**src/hw/ucd_pkg.sv**
```systemverilog
// constants for the channel command decoder: register map, fields, codes
// assumes a 40 MHz pclk and APB access with one 32-bit word per register
package ucd_pkg;

  // register indices; byte address is four times the index
  localparam int ADDR_W = 6;
  localparam logic [3:0] IDX_STATUS = 4'h1;
  localparam logic [3:0] IDX_COMMAND = 4'h2;
  localparam logic [3:0] IDX_ISR = 4'h5;
  localparam logic [3:0] IDX_CONTROL = 4'hC;
  localparam logic [3:0] IDX_STATE = 4'hD;

  // command byte fields
  localparam int CMD_RX_EN = 0;
  localparam int CMD_RX_DIS = 1;
  localparam int CMD_TX_EN = 2;
  localparam int CMD_TX_DIS = 3;
  localparam int CMD_MISC_LSB = 4;

  // control register fields and reset value
  localparam int CTRL_MULTIDROP = 0;
  localparam int CTRL_WAKEUP = 1;
  localparam logic [7:0] CTRL_RESET = 8'h00;

  // interrupt status field
  localparam int ISR_BRK_CHG = 2;

  // mode register pointer values
  localparam logic [1:0] MRPTR_MR0 = 2'h0;
  localparam logic [1:0] MRPTR_MR1 = 2'h1;

  // timing
  localparam longint PCLK_FREQ_HZ = 40000000;
  localparam longint XTAL_FREQ_HZ = 3686400;
  // both crystal edges count, so the edge interval is half a period
  localparam int XTAL_EDGE_CYC = int'(PCLK_FREQ_HZ / (2 * XTAL_FREQ_HZ));
  localparam logic [1:0] MISC_GAP_EDGES = 2'h3;
  localparam longint BAUD_DEFAULT = 9600;
  localparam int BIT_CYC_DEFAULT = int'(PCLK_FREQ_HZ / BAUD_DEFAULT);

  typedef enum logic [3:0] {
    MISC_NONE = 4'h0,
    MISC_PTR_MR1 = 4'h1,
    MISC_RX_RST = 4'h2,
    MISC_TX_RST = 4'h3,
    MISC_ERR_CLR = 4'h4,
    MISC_BRKCHG_CLR = 4'h5,
    MISC_BRK_START = 4'h6,
    MISC_BRK_STOP = 4'h7,
    MISC_RTS_ON = 4'h8,
    MISC_RTS_OFF = 4'h9,
    MISC_PTR_MR0 = 4'hB
  } ucd_misc_type;

  typedef enum logic [4:0] {
    BRK_IDLE = 5'h01,
    BRK_WAIT = 5'h02,
    BRK_ON = 5'h04,
    BRK_RELEASE = 5'h08,
    BRK_MARK = 5'h10
  } ucd_brk_type;

  function automatic logic ucd_mapped(input logic [3:0] idx);
    ucd_mapped = (idx == IDX_STATUS) || (idx == IDX_COMMAND) || (idx == IDX_ISR) ||
      (idx == IDX_CONTROL) || (idx == IDX_STATE);
  endfunction

endpackage

```
**src/hw/ucd_tick_div.sv**
```systemverilog
// free-running divider giving a one-cycle enable every DIV clocks
// assumes a single clock domain with asynchronous active-low reset
`timescale 1ns/10ps
module ucd_tick_div
  import ucd_pkg::*;
#(
  parameter int DIV = 5
)
(
  // clock and reset
  input wire logic pclk,
  input wire logic presetn,
  // enable out
  output logic tick
);

  localparam int CW = $clog2(DIV + 1);

  logic [CW-1:0] cnt_r;

  if (DIV < 1)
  begin : g_bad_div
    $error("divider must be at least one");
  end

  always_ff @(posedge pclk or negedge presetn)
  begin
    if (!presetn)
      cnt_r <= '0;
    else if (cnt_r == CW'(DIV - 1))
      cnt_r <= '0;
    else
      cnt_r <= cnt_r + CW'(1);
  end

  assign tick = (cnt_r == CW'(DIV - 1));

endmodule

```
**src/hw/ucd_apb_slave.sv**
```systemverilog
// APB slave front end: word decode, write strobe, read return, error answer
// assumes zero-wait access; read data comes from the caller's registers
`timescale 1ns/10ps
module ucd_apb_slave
  import ucd_pkg::*;
(
  // apb
  input wire logic psel,
  input wire logic penable,
  input wire logic pwrite,
  input wire logic [ADDR_W-1:0] paddr,
  input wire logic [31:0] pwdata,
  output logic [31:0] prdata,
  output logic pready,
  output logic pslverr,
  // register side
  output logic wr_stb,
  output logic [3:0] reg_idx,
  output logic [7:0] wr_data,
  input wire logic [7:0] rd_data
);

  logic access;
  logic hit;

  assign access = psel && penable;
  assign reg_idx = paddr[5:2];
  // misaligned byte addresses are treated as unmapped
  assign hit = (paddr[1:0] == 2'h0) && ucd_mapped(reg_idx);
  assign pready = 1'b1;
  assign pslverr = access && !hit;
  assign wr_stb = access && pwrite && hit;
  assign wr_data = pwdata[7:0];
  assign prdata = (access && !pwrite && hit) ? {24'h000000, rd_data} : 32'h00000000;

endmodule

```
**src/hw/ucd_cmd_decoder.sv**
```systemverilog
// channel command decoder: low-nibble enables, upper-nibble command codes
// assumes transmitter/receiver cores elsewhere consume the pulses and levels
//
// Behaviour
// - enable bits of a written byte act at once, its code at a later crystal edge; host avoids conflicting ones.
// - bit 3 stops transmitter, clears ready and empty flags, queued chars finish.
// - bit 2 enables transmitter; idle transmitter then shows ready and empty.
// - bit 1 stops receiver at once, drops partial char, leaves status alone.
// - special multi-drop mode keeps receiver running while disabled.
// - bit 0 enables receiver and starts start-bit hunt unless wake-up mode.
// - code 0 does nothing; code 1 points mode pointer at first mode register.
// - code 2 resets receiver: disabled and receive FIFO flushed.
// - code 3 resets transmitter as a hardware reset does.
// - code 4 clears break, framing, parity and overrun status bits.
// - code 5 clears the break-change bit of interrupt status.
// - code 6 forces serial output low once transmitter has emptied.
// - start-break is ignored while the transmitter is disabled.
// - code 7 restores mark within two bit times, holds one bit time.
// - code 8 drives the send request output low.
// - upper nibble is a command code apart from the four enable bits.
// - code 9 drives the send request output high.
// - code 11 points mode pointer at the zeroth mode register.
//
// The APB slave port is this design's own decision.
`timescale 1ns/10ps
module ucd_cmd_decoder
  import ucd_pkg::*;
#(
  parameter int BIT_CYC = BIT_CYC_DEFAULT
)
(
  // clock and reset
  input wire logic pclk,
  input wire logic presetn,
  // apb
  input wire logic psel,
  input wire logic penable,
  input wire logic pwrite,
  input wire logic [ADDR_W-1:0] paddr,
  input wire logic [31:0] pwdata,
  output logic [31:0] prdata,
  output logic pready,
  output logic pslverr,
  // transmitter core
  input wire logic tx_idle_in,
  input wire logic tx_room_in,
  input wire logic tx_serial_in,
  output logic tx_run,
  output logic tx_reset_out,
  output logic tx_hold_off,
  output logic serial_out_a,
  // receiver core
  input wire logic rx_ready_in,
  input wire logic rx_full_in,
  input wire logic rx_break_event,
  input wire logic rx_framing_event,
  input wire logic rx_parity_event,
  input wire logic rx_overrun_event,
  input wire logic rx_break_change_event,
  output logic rx_run,
  output logic rx_abort_out,
  output logic rx_hunt_out,
  output logic rx_flush_out,
  // channel control
  output logic [1:0] mode_ptr,
  output logic send_request_out_n
);

  if (BIT_CYC < 2)
  begin : g_bad_bit
    $error("bit time must span at least two clocks");
  end

  logic wr_stb;
  logic [3:0] reg_idx;
  logic [7:0] wr_data;
  logic [7:0] rd_data;
  logic xtal_tick;
  logic bit_tick;
  logic cmd_wr;
  logic [3:0] wr_code;
  logic misc_pend_r;
  logic [3:0] misc_code_r;
  logic [1:0] gap_r;
  logic misc_go;
  logic tx_en_r;
  logic rx_en_r;
  logic tx_ready_flag_r;
  logic tx_empty_flag_r;
  logic [3:0] err_r;
  logic brk_chg_r;
  logic [7:0] ctrl_r;
  logic rts_n_r;
  logic [1:0] mode_ptr_r;
  ucd_brk_type brk_r;
  logic [7:0] channel_a_status_reg;
  logic [7:0] interrupt_status_reg;

  function automatic logic go_is(input logic go, input logic [3:0] code, input ucd_misc_type c);
    go_is = go && (code == c);
  endfunction

  ucd_apb_slave u_apb (
    .psel(psel),
    .penable(penable),
    .pwrite(pwrite),
    .paddr(paddr),
    .pwdata(pwdata),
    .prdata(prdata),
    .pready(pready),
    .pslverr(pslverr),
    .wr_stb(wr_stb),
    .reg_idx(reg_idx),
    .wr_data(wr_data),
    .rd_data(rd_data)
  );

  ucd_tick_div #(.DIV(XTAL_EDGE_CYC)) u_xtal (
    .pclk(pclk),
    .presetn(presetn),
    .tick(xtal_tick)
  );

  ucd_tick_div #(.DIV(BIT_CYC)) u_bit (
    .pclk(pclk),
    .presetn(presetn),
    .tick(bit_tick)
  );

  assign cmd_wr = wr_stb && (reg_idx == IDX_COMMAND);
  assign wr_code = wr_data[7:CMD_MISC_LSB];

  // upper-nibble commands wait for a crystal edge and the edge spacing
  assign misc_go = misc_pend_r && xtal_tick && (gap_r >= MISC_GAP_EDGES);

  always_ff @(posedge pclk or negedge presetn)
  begin
    if (!presetn)
    begin
      misc_pend_r <= 1'b0;
      misc_code_r <= MISC_NONE;
    end
    else if (cmd_wr && (wr_code != MISC_NONE))
    begin
      misc_pend_r <= 1'b1;
      misc_code_r <= wr_code;
    end
    else if (misc_go)
      misc_pend_r <= 1'b0;
  end

  always_ff @(posedge pclk or negedge presetn)
  begin
    if (!presetn)
      gap_r <= MISC_GAP_EDGES;
    else if (misc_go)
      gap_r <= 2'h0;
    else if (xtal_tick && (gap_r != MISC_GAP_EDGES))
      gap_r <= gap_r + 2'h1;
  end

  // transmitter enable; a disable bit beats an enable bit in the same byte
  always_ff @(posedge pclk or negedge presetn)
  begin
    if (!presetn)
      tx_en_r <= 1'b0;
    else if (go_is(misc_go, misc_code_r, MISC_TX_RST))
      tx_en_r <= 1'b0;
    else if (cmd_wr && wr_data[CMD_TX_DIS])
      tx_en_r <= 1'b0;
    else if (cmd_wr && wr_data[CMD_TX_EN])
      tx_en_r <= 1'b1;
  end

  always_ff @(posedge pclk or negedge presetn)
  begin
    if (!presetn)
    begin
      tx_ready_flag_r <= 1'b0;
      tx_empty_flag_r <= 1'b0;
    end
    else if (go_is(misc_go, misc_code_r, MISC_TX_RST) || (cmd_wr && wr_data[CMD_TX_DIS]))
    begin
      tx_ready_flag_r <= 1'b0;
      tx_empty_flag_r <= 1'b0;
    end
    else
    begin
      tx_ready_flag_r <= tx_en_r && tx_room_in;
      tx_empty_flag_r <= tx_en_r && tx_idle_in;
    end
  end

  // a disabled transmitter keeps running until its queue drains
  always_ff @(posedge pclk or negedge presetn)
  begin
    if (!presetn)
    begin
      tx_run <= 1'b0;
      tx_reset_out <= 1'b0;
    end
    else
    begin
      tx_run <= !go_is(misc_go, misc_code_r, MISC_TX_RST) && (tx_en_r || !tx_idle_in);
      tx_reset_out <= go_is(misc_go, misc_code_r, MISC_TX_RST);
    end
  end

  always_ff @(posedge pclk or negedge presetn)
  begin
    if (!presetn)
      rx_en_r <= 1'b0;
    else if (go_is(misc_go, misc_code_r, MISC_RX_RST))
      rx_en_r <= 1'b0;
    else if (cmd_wr && wr_data[CMD_RX_DIS])
      rx_en_r <= 1'b0;
    else if (cmd_wr && wr_data[CMD_RX_EN])
      rx_en_r <= 1'b1;
  end

  always_ff @(posedge pclk or negedge presetn)
  begin
    if (!presetn)
    begin
      rx_abort_out <= 1'b0;
      rx_hunt_out <= 1'b0;
      rx_flush_out <= 1'b0;
      rx_run <= 1'b0;
    end
    else
    begin
      rx_abort_out <= cmd_wr && wr_data[CMD_RX_DIS] && !ctrl_r[CTRL_MULTIDROP];
      rx_hunt_out <= cmd_wr && wr_data[CMD_RX_EN] && !wr_data[CMD_RX_DIS] &&
        !ctrl_r[CTRL_WAKEUP];
      rx_flush_out <= go_is(misc_go, misc_code_r, MISC_RX_RST);
      rx_run <= rx_en_r || ctrl_r[CTRL_MULTIDROP];
    end
  end

  // sticky receive errors; a new event wins over a clear in the same cycle
  always_ff @(posedge pclk or negedge presetn)
  begin
    if (!presetn)
      err_r <= 4'h0;
    else if (go_is(misc_go, misc_code_r, MISC_ERR_CLR) || go_is(misc_go, misc_code_r, MISC_RX_RST))
      err_r <= {rx_break_event, rx_framing_event, rx_parity_event, rx_overrun_event};
    else
      err_r <= err_r | {rx_break_event, rx_framing_event, rx_parity_event, rx_overrun_event};
  end

  always_ff @(posedge pclk or negedge presetn)
  begin
    if (!presetn)
      brk_chg_r <= 1'b0;
    else if (go_is(misc_go, misc_code_r, MISC_BRKCHG_CLR))
      brk_chg_r <= rx_break_change_event;
    else
      brk_chg_r <= brk_chg_r | rx_break_change_event;
  end

  always_ff @(posedge pclk or negedge presetn)
  begin
    if (!presetn)
      ctrl_r <= CTRL_RESET;
    else if (wr_stb && (reg_idx == IDX_CONTROL))
      ctrl_r <= {6'h00, wr_data[CTRL_WAKEUP], wr_data[CTRL_MULTIDROP]};
  end

  always_ff @(posedge pclk or negedge presetn)
  begin
    if (!presetn)
      rts_n_r <= 1'b1;
    else if (go_is(misc_go, misc_code_r, MISC_RTS_ON))
      rts_n_r <= 1'b0;
    else if (go_is(misc_go, misc_code_r, MISC_RTS_OFF))
      rts_n_r <= 1'b1;
  end

  always_ff @(posedge pclk or negedge presetn)
  begin
    if (!presetn)
      mode_ptr_r <= MRPTR_MR1;
    else if (go_is(misc_go, misc_code_r, MISC_PTR_MR1))
      mode_ptr_r <= MRPTR_MR1;
    else if (go_is(misc_go, misc_code_r, MISC_PTR_MR0))
      mode_ptr_r <= MRPTR_MR0;
  end

  // break sequencing; starts and stops on bit-time boundaries, except that code 3 idles it at once
  always_ff @(posedge pclk or negedge presetn)
  begin
    if (!presetn)
      brk_r <= BRK_IDLE;
    else if (go_is(misc_go, misc_code_r, MISC_TX_RST))
      brk_r <= BRK_IDLE;
    else
    begin
      case (brk_r)
        BRK_IDLE:
          if (go_is(misc_go, misc_code_r, MISC_BRK_START) && tx_en_r)
            brk_r <= BRK_WAIT;
        BRK_WAIT:
          if (go_is(misc_go, misc_code_r, MISC_BRK_STOP))
            brk_r <= BRK_IDLE;
          else if (tx_idle_in && bit_tick)
            brk_r <= BRK_ON;
        BRK_ON:
          if (go_is(misc_go, misc_code_r, MISC_BRK_STOP))
            brk_r <= BRK_RELEASE;
        BRK_RELEASE:
          if (bit_tick)
            brk_r <= BRK_MARK;
        BRK_MARK:
          if (bit_tick)
            brk_r <= BRK_IDLE;
        default:
          brk_r <= BRK_IDLE;
      endcase
    end
  end

  always_ff @(posedge pclk or negedge presetn)
  begin
    if (!presetn)
      serial_out_a <= 1'b1;
    else
      serial_out_a <= (brk_r == BRK_ON || brk_r == BRK_RELEASE) ? 1'b0 : tx_serial_in;
  end

  // transmitter may not start a character during break or the mark gap
  assign tx_hold_off = (brk_r == BRK_ON) || (brk_r == BRK_RELEASE) || (brk_r == BRK_MARK);
  assign send_request_out_n = rts_n_r;
  assign mode_ptr = mode_ptr_r;

  assign channel_a_status_reg = {err_r, tx_empty_flag_r, tx_ready_flag_r, rx_full_in, rx_ready_in};
  assign interrupt_status_reg = {5'h00, brk_chg_r, 2'h0};

  always_comb
  begin
    case (reg_idx)
      IDX_STATUS: rd_data = channel_a_status_reg;
      IDX_ISR: rd_data = interrupt_status_reg;
      IDX_CONTROL: rd_data = ctrl_r;
      IDX_STATE: rd_data = {mode_ptr_r, (brk_r != BRK_IDLE), misc_pend_r, rts_n_r, 1'b0,
        tx_en_r, rx_en_r};
      default: rd_data = 8'h00;
    endcase
  end
endmodule

```
**config.mk**
```make
export PLATFORM = sky130hd
export DESIGN_NAME = ucd_cmd_decoder
export DESIGN_NICKNAME = d
export VERILOG_FILES = /design/src/hw/ucd_pkg.sv /design/src/hw/ucd_tick_div.sv /design/src/hw/ucd_apb_slave.sv /design/src/hw/ucd_cmd_decoder.sv
export SDC_FILE = /design/constraint.sdc
export NUM_CORES = 1
export LEC_CHECK = 0
export BUFFER_PORTS_ARGS = -buffer_cell sky130_fd_sc_hd__buf_4
export CAP_MARGIN = 25
export CORE_UTILIZATION = 45
export CTS_CLUSTER_DIAMETER = 80
export DETAILED_ROUTE_END_ITERATION = 10
export GPL_ROUTABILITY_DRIVEN = 1
export PLACE_DENSITY_LB_ADDON = 0.05
export SLEW_MARGIN = 20
export SYNTH_ARGS = -nofsm -noshare
export SYNTH_HDL_FRONTEND = slang
export SYNTH_HIERARCHICAL = 1
export SYNTH_SLANG_ARGS = --single-unit
```
**constraint.sdc**
```tcl
create_clock -name pclk -period 2 [get_ports pclk]
set_input_delay 0.2 -clock pclk [delete_from_list [all_inputs] [get_ports pclk]]
set_output_delay 0.2 -clock pclk [all_outputs]
set_load 0.05 [all_outputs]
```
==> results of run 1 <==
## per-layer routing
| layer | share of wire (%) | GRT usage (%) | wire [um] | vias to the layer above |
|---|---|---|---|---|
| li1 | - | - | - | 1005 |
| met1 | 48 | 23.3 | 2590 | 955 |
| met2 | 47 | 30.3 | 2570 | 55 |
| met3 | 4.4 | 3.37 | 242 | 4 |
| met4 | 0.72 | 5.18 | 39 | 0 |
| met5 | 0 | 0 | 0 | - |
## report_power, final
| part | switching [mW] | internal, mW |
|---|---|---|
| combinational | 0.193 | 0.0808 |
| clock | 0.302 | 0.282 |
| sequential | 0.00831 | 0.983 |
## layout make-up
cell class,instances,area (um2)
Tap cell,75,93.8
Inverter,10,37.5
Sequential cell,48,1210
Fill cell,550,2640
Timing Repair Buffer,69,524
Multi-Input combinational cell,194,1400
Clock buffer,8,90.1
## cells in the mapped netlist, drive strengths merged (5+ instances only)
| library cell | number | share of area, % |
|---|---|---|
| a21oi | 7 | 1.4 |
| dfrtp | 42 | 37 |
| xor2 | 7 | 2.2 |
| xnor2 | 5 | 1.6 |
| mux2 | 8 | 3.3 |
| a21o | 6 | 1.6 |
| a22o | 7 | 2.2 |
| buf | 41 | 11 |
| nor2 | 18 | 2.4 |
| and3 | 5 | 1.1 |
| nor3 | 10 | 1.8 |
| inv | 10 | 1.3 |
| nor3b | 8 | 2.3 |
| nand2 | 15 | 2.0 |
| ha | 5 | 2.2 |
| dfstp | 6 | 5.6 |
| nand3 | 8 | 1.4 |
| o21ai | 10 | 1.8 |
| clkbuf | 7 | 0.98 |
## logic make-up after synthesis
family / Yosys count / synth area share [%]
AO/OA/AOI/OAI: 45 / 12.6
adder cells (fa/ha/maj): 5 / 2.22
multiplexers: 12 / 4.76
AND/OR/NAND/NOR: 94 / 20.4
buffers and inverters: 58 / 12.9
other: 3 / 0.400
flip-flops: 48 / 42.9
XOR/XNOR: 12 / 3.73
## through the flow
step / cells / setup TNS (ns) / hold slack (ns) / worst slack (ns)
detailed placement: 393 / 0 / 0.262 / 0.0305
global placement: 393 / 0 / 0.256 / 0.0334
finish: 404 / 0 / 0.0757 / 0.0436
global route: 404 / -0.0559 / 0.0667 / -0.0312
floorplan: 300 / -0.446 / -0.0956 / -0.0951
CTS: 402 / 0 / 0.0716 / 0.0189
## timing repair
| item | CTS | global route |
|---|---|---|
| endpoints found under the hold margin | 42 | 0 |
| setup endpoints to repair | 0 | 3 |
| gates resized for setup | 0 | 2 |
| buffers inserted | 0 | 2 |
| hold buffers | 1 | 0 |
## worst max-delay path, cell delays in order, from the launching register on
cell and delay [ns]:
sky130_fd_sc_hd__dfrtp_1 0.39, sky130_fd_sc_hd__ha_1 0.20, sky130_fd_sc_hd__nor4bb_1 0.14, sky130_fd_sc_hd__and3_1 0.21, sky130_fd_sc_hd__nor4_2 0.18, sky130_fd_sc_hd__nand3_1 0.13, sky130_fd_sc_hd__a22oi_2 0.26, sky130_fd_sc_hd__mux2_2 0.35
## flip-flops by register name, indices dropped and copies added, names as in the netlist, 2 cells and up
signal        count
u_xtal/cnt_r      3
u_bit/cnt_r      13
brk_r             5
ctrl_r            2
err_r             4
gap_r             2
misc_code_r       4
## worst max path at each step
stage                         from               to  slack (ns)
finish              u_bit/cnt_r[0]         brk_r[3]        0.04
global route        u_bit/cnt_r[0]         brk_r[3]       -0.03
CTS                 u_bit/cnt_r[0]         brk_r[3]        0.02
detailed placement  u_bit/cnt_r[0]         brk_r[3]        0.03
global placement          paddr[2]  tx_ready_flag_r        0.03
floorplan                 paddr[5]        prdata[5]        -0.1
==> results_tabular.tex, run 1 <==
\begin{tabular}{lr}
\hline
Metric & Value \\
\hline
\multicolumn{2}{l}{\textbf{Outcome}} \\
Result of the run & complete, no violations \\
\multicolumn{2}{l}{\textbf{Route}} \\
Routed wire length per instance & 13.5 um \\
First-pass DRT Iterations & 4 \\
Number of nets with antenna violations after detailed routing & 0 \\
Average vias per placed instance & 5.00 \\
Residual DRC count & 0 \\
Post-detailed-routing wire length & 5.44 mm \\
First-iteration detailed-routing DRC count & 88 \\
Via count & 2019 \\
\multicolumn{2}{l}{\textbf{STA}} \\
Worst max-slew margin expressed relative to the limit & 59.2\% \\
RSZ-0062 raised after global routing & true \\
Setup clock skew after layout & 0.00711 ns \\
Final critical-path required period & 1.96 ns \\
Final Hold Fails & 0 \\
Fmax achieved & 0.511 GHz \\
Setup violators final & 0 \\
Crit share post-route & 97.8\% \\
Slew Viols, Final & 0 \\
Worst Tran Pin Value & 0.612 ns \\
\multicolumn{2}{l}{\textbf{Worst setup path}} \\
Category of the worst setup path launch point & flop \\
Nature of the critical path endpoint & flop \\
WP data required & 2.18 ns \\
Critical path peak fanout & 3 \\
R2r endpoint & brk\_r[3] \\
Register-to-Register Setup Slack & 0.04 ns \\
Type of the setup path with the least slack & reg2reg \\
Data arrival time of the critical path & 2.14 ns \\
FF-to-FF Start & u\_bit/cnt\_r[0] \\
Depth of the worst register-to-register path & 7 \\
\multicolumn{2}{l}{\textbf{Clock network}} \\
Clock insertion delay at the later pin of the skew report & 0.29 ns \\
Clock tree from TritonCTS & yes \\
Number of buffers inserted during clock tree synthesis & 5 \\
CTS clk-pin slew, worst paths & 0.09 ns \\
Clock H-tree levels & 2 \\
Clock tree root buffer cell & sky130\_fd\_sc\_hd\_\_clkbuf\_8 \\
Clk buf depth & 2 \\
Num Clock Sinks & 48 \\
\multicolumn{2}{l}{\textbf{Job}} \\
Maximum Capacitance Violations & 0 \\
\multicolumn{2}{l}{\textbf{Floorplan}} \\
Die Footprint & 6580 um2 \\
Std cell rows & 28 \\
Starting density of the core & 47.0\% \\
Placeable Area & 5990 um2 \\
Die Y-Extent & 81.1 um \\
Die X-Extent & 81.1 um \\
Count of pins on the block boundary & 98 \\
\multicolumn{2}{l}{\textbf{Placement}} \\
Placer's final routability congestion estimate & 0.806 \\
Post-DP HPWL & 4.10 mm \\
Port buffer count & 47 \\
Total cell area at the placement stage & 3230 um2 \\
\multicolumn{2}{l}{\textbf{Logic synthesis}} \\
Post-synth design cell area & 2820 um2 \\
Number of enable-type register cells in the synthesized netlist & 0 \\
Seq/Total Area, Yosys & 42.9\% \\
Number of cells produced by synthesis & 277 \\
Top flip-flop cell by instance count after synthesis & sky130\_fd\_sc\_hd\_\_dfrtp\_1 \\
Share of async-settable or async-resettable flops after synthesis & 100\% \\
Post-synthesis average cell area & 10.2 um2 \\
Synth Warn \# & 6 \\
Yosys reg bits & 48 \\
Number of distinct library cells after synthesis & 64 \\
\multicolumn{2}{l}{\textbf{GRT}} \\
Grt total ovfl & 0 \\
All-Layer GR Usage & 17.9\% \\
Maximum number of pins on one net before global-route repair & 49 \\
Number of global-route vias before repair & 1964 \\
First-pass GRT wire length & 9.03 mm \\
Number of antenna violations at the first check in global routing & 0 \\
\multicolumn{2}{l}{\textbf{Min path}} \\
Sink of the worst hold path & rx\_hunt\_out \\
Min-Delay Path Depth & 2 \\
Kind of path behind the tightest hold check & in2reg \\
Critical hold path startpoint & pwdata[1] \\
\multicolumn{2}{l}{\textbf{Pwr}} \\
Total power divided by cell area & 552 nW/um2 \\
Worst VDD drop & 317 uV \\
P\_leak & 1.60 nW \\
Overall power consumption & 1.85 mW \\
\multicolumn{2}{l}{\textbf{Layout}} \\
Fin area & 3350 um2 \\
Number of diodes added for antenna fixing & 0 \\
Share of layout cells above drive strength 1 & 34.3\% \\
Commonest non-fill, non-tap cells in the layout & 67 x sky130\_fd\_sc\_hd\_\_buf\_4, 42 x sky130\_fd\_sc\_hd\_\_dfrtp\_1, 26 x sky130\_fd\_sc\_hd\_\_conb\_1 \\
Post-layout utilization of the core & 55.9\% \\
Net total in the final layout & 386 \\
Most frequent standard cell in the layout excluding fill and tap cells & sky130\_fd\_sc\_hd\_\_buf\_4 \\
Layout area overhead & 19.0\% \\
\hline
\end{tabular}
Note: power is estimated with default switching activity, not from simulation.
==> run 2, diff against run 1 <==
CORE_UTILIZATION = 47   (was 45)
CTS_BUF_LIST = sky130_fd_sc_hd__clkbuf_8   (was unset)
PLACE_DENSITY = 0.76   (was unset)
PLACE_DENSITY_LB_ADDON = unset   (was 0.05)
==> results_tabular.tex, run 2 (synthesis gave the netlist of run 1 again) <==
\begin{tabular}{lr}
\hline
Metric & Value \\
\hline
\multicolumn{2}{l}{\textbf{Job}} \\
Maximum Capacitance Violations & 0 \\
\multicolumn{2}{l}{\textbf{GRT}} \\
Met1 Use GR & 23.4\% \\
Maximum number of pins on one net before global-route repair & 49 \\
M3 GR Usage & 3.31\% \\
Layer with the highest usage after global routing & met2 \\
First-pass GRT wire length & 8.78 mm \\
Number of antenna violations at the first check in global routing & 0 \\
All-Layer GR Usage & 17.9\% \\
Number of global-route vias before repair & 1916 \\
Met2 demand-to-capacity share in global routing & 29.7\% \\
Grt total ovfl & 0 \\
\multicolumn{2}{l}{\textbf{Worst setup path}} \\
FF-to-FF Start & u\_bit/cnt\_r[1] \\
Nature of the critical path endpoint & output pin \\
Critical path peak fanout & 9 \\
Depth of the worst register-to-register path & 9 \\
Critical path, cell by cell & nor2\_2, nand3\_1, a22o\_1, nor3b\_2, buf\_4 \\
Category of the worst setup path launch point & flop \\
Origin of the worst setup path & brk\_r[3] \\
WP data required & 1.80 ns \\
Slowest library cell on the worst path & sky130\_fd\_sc\_hd\_\_dfrtp\_1 \\
Type of the setup path with the least slack & reg2out \\
Data arrival time of the critical path & 1.71 ns \\
Longest individual stage delay on the worst path & 0.49 ns \\
\multicolumn{2}{l}{\textbf{Layout}} \\
Combined area of the multi-input logic cells & 1420 um2 \\
Most frequent standard cell in the layout excluding fill and tap cells & sky130\_fd\_sc\_hd\_\_buf\_4 \\
Net total in the final layout & 378 \\
Share of layout cells above drive strength 1 & 34.3\% \\
Layout area overhead & 18.8\% \\
Sequential cell area in the final layout & 1210 um2 \\
Number of flip-flops in the largest register & 13 \\
Largest registers ranked by flip-flop count & u\_bit/cnt\_r (13), brk\_r (5) \\
Commonest non-fill, non-tap cells in the layout & 59 x sky130\_fd\_sc\_hd\_\_buf\_4, 42 x sky130\_fd\_sc\_hd\_\_dfrtp\_1, 26 x sky130\_fd\_sc\_hd\_\_conb\_1 \\
Filler instances & 474 \\
Register bank with the most flops & u\_bit/cnt\_r \\
Number of diodes added for antenna fixing & 0 \\
\multicolumn{2}{l}{\textbf{STA}} \\
Final Hold Fails & 0 \\
Crit share post-route & 95.4\% \\
Setup clock skew after layout & 0.0101 ns \\
Slew Viols, Final & 0 \\
Worst Tran Pin Value & 0.596 ns \\
Sum Neg Setup Slack & 0 ns \\
Setup violators final & 0 \\
Final critical-path required period & 1.91 ns \\
Fmax achieved & 0.524 GHz \\
Worst hold slack across all endpoints & 0.0750 ns \\
RSZ-0062 raised after global routing & true \\
Worst max-slew margin expressed relative to the limit & 60.3\% \\
\multicolumn{2}{l}{\textbf{Pwr}} \\
Share of power burned in the clock network & 36.5\% \\
Net Sw Power & 0.520 mW \\
P\_leak & 1.57 nW \\
Total power divided by cell area & 596 nW/um2 \\
Combinational group share of total power & 13.7\% \\
Internal power & 1.47 mW \\
Relative contribution of sequential cells to total power & 49.7\% \\
Worst VDD drop & 360 uV \\
Fraction of power spent switching nets & 26.1\% \\
Overall power consumption & 1.99 mW \\
\multicolumn{2}{l}{\textbf{Floorplan}} \\
Std cell rows & 27 \\
Starting density of the core & 49.9\% \\
Die X-Extent & 79.4 um \\
Die Y-Extent & 79.4 um \\
Die Footprint & 6300 um2 \\
Count of pins on the block boundary & 98 \\
Placeable Area & 5640 um2 \\
\multicolumn{2}{l}{\textbf{Clock network}} \\
CTS clk-pin slew, worst paths & 0.09 ns \\
Clock tree root buffer cell & sky130\_fd\_sc\_hd\_\_clkbuf\_8 \\
Total setup buffers inserted after CTS & 0 \\
Clk buf depth & 2 \\
Clock insertion delay at the later pin of the skew report & 0.30 ns \\
Clock tree from TritonCTS & yes \\
Clock H-tree levels & 2 \\
Num Clock Sinks & 48 \\
Number of buffers inserted during clock tree synthesis & 5 \\
\multicolumn{2}{l}{\textbf{Route}} \\
Routed wire length per instance & 13.2 um \\
Number of nets with antenna violations after detailed routing & 0 \\
First-iteration detailed-routing DRC count & 138 \\
Post-detailed-routing wire length & 5.20 mm \\
First-pass DRT Iterations & 4 \\
Residual DRC count & 0 \\
Via count & 2067 \\
Average vias per placed instance & 5.26 \\
\multicolumn{2}{l}{\textbf{Outcome}} \\
Result of the run & complete, no violations \\
\multicolumn{2}{l}{\textbf{Placement}} \\
Post-DP HPWL & 3.90 mm \\
Port buffer count & 47 \\
Placer's final routability congestion estimate & 0.831 \\
\multicolumn{2}{l}{\textbf{Min path}} \\
Kind of path behind the tightest hold check & in2reg \\
Critical hold path startpoint & rx\_break\_event \\
Min-Delay Path Depth & 2 \\
\hline
\end{tabular}
[run 2: changes by cell type in the layout (fill, tap and decap cells not counted), sizes merged]
| cell | delta |
|---|---|
| buf | -8 |
| bufinv | +1 |
| clkbuf | -2 |
| clkinv | +1 |
[run 2: through the flow]
step,util (%),instance area (um2),instances,setup slack [ns]
2_1_floorplan,-,2970,300,-0.0951
3_3_place_gp,56.4,3180,384,0.0698
3_5_place_dp,56.4,3180,384,0.0273
4_1_cts,58.7,3310,393,0.0505
5_1_grt,59.3,3340,393,-0.0183
6_report,59.3,3340,393,0.0921
[run 2: layout make-up]
| type | count | area share [%] |
|---|---|---|
| timing repair buffer | 61 | 13.9 |
| tap | 72 | 2.69 |
| clock buffer | 6 | 2.47 |
| inverter | 10 | 1.12 |
| multi-input combinational | 194 | 42.5 |
| sequential | 48 | 36.1 |
| clock inverter | 2 | 1.16 |
[run 2: worst paths after layout]
check,end,slack (ns)
setup / recovery,prdata[5],0.09
hold reg to reg,rx_abort_out,0.47
min in group asynchronous,u_xtal/cnt_r[0],0.45
setup reg to reg,brk_r[2],0.10
max in group asynchronous,u_xtal/cnt_r[1],1.15
hold / removal,err_r[3],0.07
[run 2: layer usage]
| layer | wire length (um) | up-vias | part of all wire [%] |
|---|---|---|---|
| met5 | 0 | - | 0 |
| met4 | 85 | 0 | 1.6 |
| met3 | 293 | 10 | 5.6 |
| met2 | 2510 | 75 | 48 |
| met1 | 2310 | 988 | 44 |
| li1 | - | 994 | - |
[run 2: what timing repair did]
item                       in CTS  in global routing
hold endpoints to repair       42                  0
resized for setup               0                  7
setup endpoints to repair       0                  4
hold buffers                    1                  0
[run 2: power by group through the flow]
stage                     registers [mW]  clock network, mW  logic [mW]
final                              0.991              0.727       0.274
after global routing               0.992              0.788       0.293
after CTS                          0.991              0.749       0.276
after detailed placement            1.01                  0       0.273
after global placement              1.01                  0       0.270
after floorplan                     1.02                  0       0.228
[run 2: critical path, delay by kind of cell, from the launching register on]
family,cells,cell delay [ns]
AOI/OAI and AO/OA,1,0.21
buffers and inverters,1,0.19
and+or+nand+nor,3,0.51
DFF,1,0.49
==> run 3, diff against run 2 <==
CORE_UTILIZATION = 52   (was 47)
PLACE_DENSITY = 0.8   (was 0.76)
clock period = 2.1 ns   (was 2 ns; I/O delays follow)
==> results_tabular.tex, run 3 (synthesis gave the netlist of run 1 again) <==
\begin{tabular}{lr}
\hline
Metric & Value \\
\hline
\multicolumn{2}{l}{\textbf{GRT}} \\
Number of antenna violations at the first check in global routing & 0 \\
First-pass GRT wire length & 8.02 mm \\
Maximum number of pins on one net before global-route repair & 49 \\
Number of global-route vias before repair & 1749 \\
All-Layer GR Usage & 18.9\% \\
Grt total ovfl & 0 \\
\multicolumn{2}{l}{\textbf{Worst setup path}} \\
Nature of the critical path endpoint & output pin \\
Critical path peak fanout & 9 \\
Type of the setup path with the least slack & reg2out \\
FF-to-FF Start & u\_xtal/cnt\_r[0] \\
Data arrival time of the critical path & 1.78 ns \\
WP data required & 1.89 ns \\
Origin of the worst setup path & brk\_r[2] \\
Category of the worst setup path launch point & flop \\
\multicolumn{2}{l}{\textbf{STA}} \\
Worst max-slew margin expressed relative to the limit & 61.3\% \\
Final Hold Fails & 0 \\
Worst hold slack across all endpoints & 0.0734 ns \\
Fmax achieved & 0.503 GHz \\
Sum Neg Setup Slack & 0 ns \\
Worst Tran Pin Value & 0.580 ns \\
Slew Viols, Final & 0 \\
Crit share post-route & 94.7\% \\
Setup clock skew after layout & 0.0111 ns \\
Final critical-path required period & 1.99 ns \\
Setup violators final & 0 \\
\multicolumn{2}{l}{\textbf{Floorplan}} \\
Die X-Extent & 75.6 um \\
Starting density of the core & 54.4\% \\
Count of pins on the block boundary & 98 \\
Placeable Area & 5170 um2 \\
Std cell rows & 26 \\
Die Y-Extent & 75.6 um \\
Die Footprint & 5710 um2 \\
\multicolumn{2}{l}{\textbf{Clock network}} \\
Clock tree from TritonCTS & yes \\
Clk buf depth & 2 \\
Clock tree root buffer cell & sky130\_fd\_sc\_hd\_\_clkbuf\_8 \\
Clock insertion delay at the later pin of the skew report & 0.31 ns \\
Num Clock Sinks & 48 \\
Clock H-tree levels & 2 \\
Number of buffers inserted during clock tree synthesis & 5 \\
CTS clk-pin slew, worst paths & 0.10 ns \\
\multicolumn{2}{l}{\textbf{Layout}} \\
Net total in the final layout & 373 \\
Share of layout cells above drive strength 1 & 32.3\% \\
Largest registers ranked by flip-flop count & u\_bit/cnt\_r (13), brk\_r (5) \\
Number of flip-flops in the largest register & 13 \\
Most frequent standard cell in the layout excluding fill and tap cells & sky130\_fd\_sc\_hd\_\_buf\_4 \\
Number of diodes added for antenna fixing & 0 \\
Register bank with the most flops & u\_bit/cnt\_r \\
Filler instances & 426 \\
Layout area overhead & 15.4\% \\
Commonest non-fill, non-tap cells in the layout & 55 x sky130\_fd\_sc\_hd\_\_buf\_4, 42 x sky130\_fd\_sc\_hd\_\_dfrtp\_1, 26 x sky130\_fd\_sc\_hd\_\_conb\_1 \\
Post-Layout Cell Count & 386 \\
\multicolumn{2}{l}{\textbf{Placement}} \\
Cell Count Post-Placement & 377 \\
Post-DP HPWL & 3.80 mm \\
Placer's final routability congestion estimate & 0.826 \\
Port buffer count & 47 \\
\multicolumn{2}{l}{\textbf{Outcome}} \\
Result of the run & complete, no violations \\
\multicolumn{2}{l}{\textbf{Pwr}} \\
Worst VDD drop & 343 uV \\
Overall power consumption & 1.88 mW \\
Total power divided by cell area & 580 nW/um2 \\
P\_leak & 1.52 nW \\
\multicolumn{2}{l}{\textbf{Route}} \\
Post-detailed-routing wire length & 5.26 mm \\
Via count & 2011 \\
Residual DRC count & 0 \\
Routed wire length per instance & 13.6 um \\
Number of nets with antenna violations after detailed routing & 0 \\
First-iteration detailed-routing DRC count & 90 \\
First-pass DRT Iterations & 4 \\
Average vias per placed instance & 5.21 \\
\multicolumn{2}{l}{\textbf{Job}} \\
Maximum Capacitance Violations & 0 \\
\multicolumn{2}{l}{\textbf{Min path}} \\
Critical hold path startpoint & pwdata[1] \\
Kind of path behind the tightest hold check & in2reg \\
\hline
\end{tabular}
==> run 3: critical path: stages (launching register included) <==
cell and delay (ns):
sky130_fd_sc_hd__dfrtp_1 0.50, sky130_fd_sc_hd__nor2_1 0.24, sky130_fd_sc_hd__nand3_1 0.19, sky130_fd_sc_hd__a22o_1 0.21, sky130_fd_sc_hd__nor3b_2 0.14, sky130_fd_sc_hd__buf_4 0.19
==> run 3: report_power, final <==
part           total (mW)  internal (mW)  switching (mW)  leakage, nW
Combinational       0.252         0.0708           0.181        0.859
Sequential          0.945          0.936         0.00857        0.601
Clock               0.687          0.359           0.328       0.0548
==> run 3: layout make-up <==
class	instances	area (um2)	share of cell area, %
inverter	10	37.5	1.16
multi-input combinational	194	1380	42.4
timing repair buffer	56	423	13.0
sequential	48	1210	37.2
clock buffer	5	68.8	2.12
clock inverter	3	46.3	1.43
tap	70	87.6	2.70
==> run 3: per-stage QoR <==
| step | worst slack (ns) | util [%] | instance area [um2] |
|---|---|---|---|
| after floorplan | -0.0151 | - | 2940 |
| after global placement | 0.110 | 60.2 | 3120 |
| after detailed placement | 0.0619 | 60.2 | 3120 |
| after CTS | 0.0759 | 62.7 | 3240 |
| after global routing | -0.0292 | 62.8 | 3250 |
| final | 0.110 | 62.8 | 3250 |
==> run 3: path summary, 6_finish.rpt <==
| check | to | slack [ns] | depth (start not counted) |
|---|---|---|---|
| setup / recovery | prdata[5] | 0.11 | 5 |
| hold / removal | rx_hunt_out | 0.07 | 2 |
| setup reg to reg | brk_r[2] | 0.11 | 8 |
| hold reg to reg | rx_hunt_out | 0.47 | 1 |
| max in group asynchronous | u_bit/cnt_r[3] | 1.26 | 2 |
| min in group asynchronous | brk_chg_r | 0.45 | 2 |
==> run 3: layer usage <==
metal / routed length, um / GRT usage, %
met3: 290 / 4.37
met1: 2410 / 24.9
met5: 0 / 0
met4: 65 / 5.56
met2: 2490 / 31.3
==> run 3: timing repair <==
item | in CTS | in global routing
resized for setup | 0 | 2
endpoints found under the setup margin | 0 | 2
setup buffers | 0 | 0
hold buffers | 1 | 0
endpoints found under the hold margin | 42 | 0
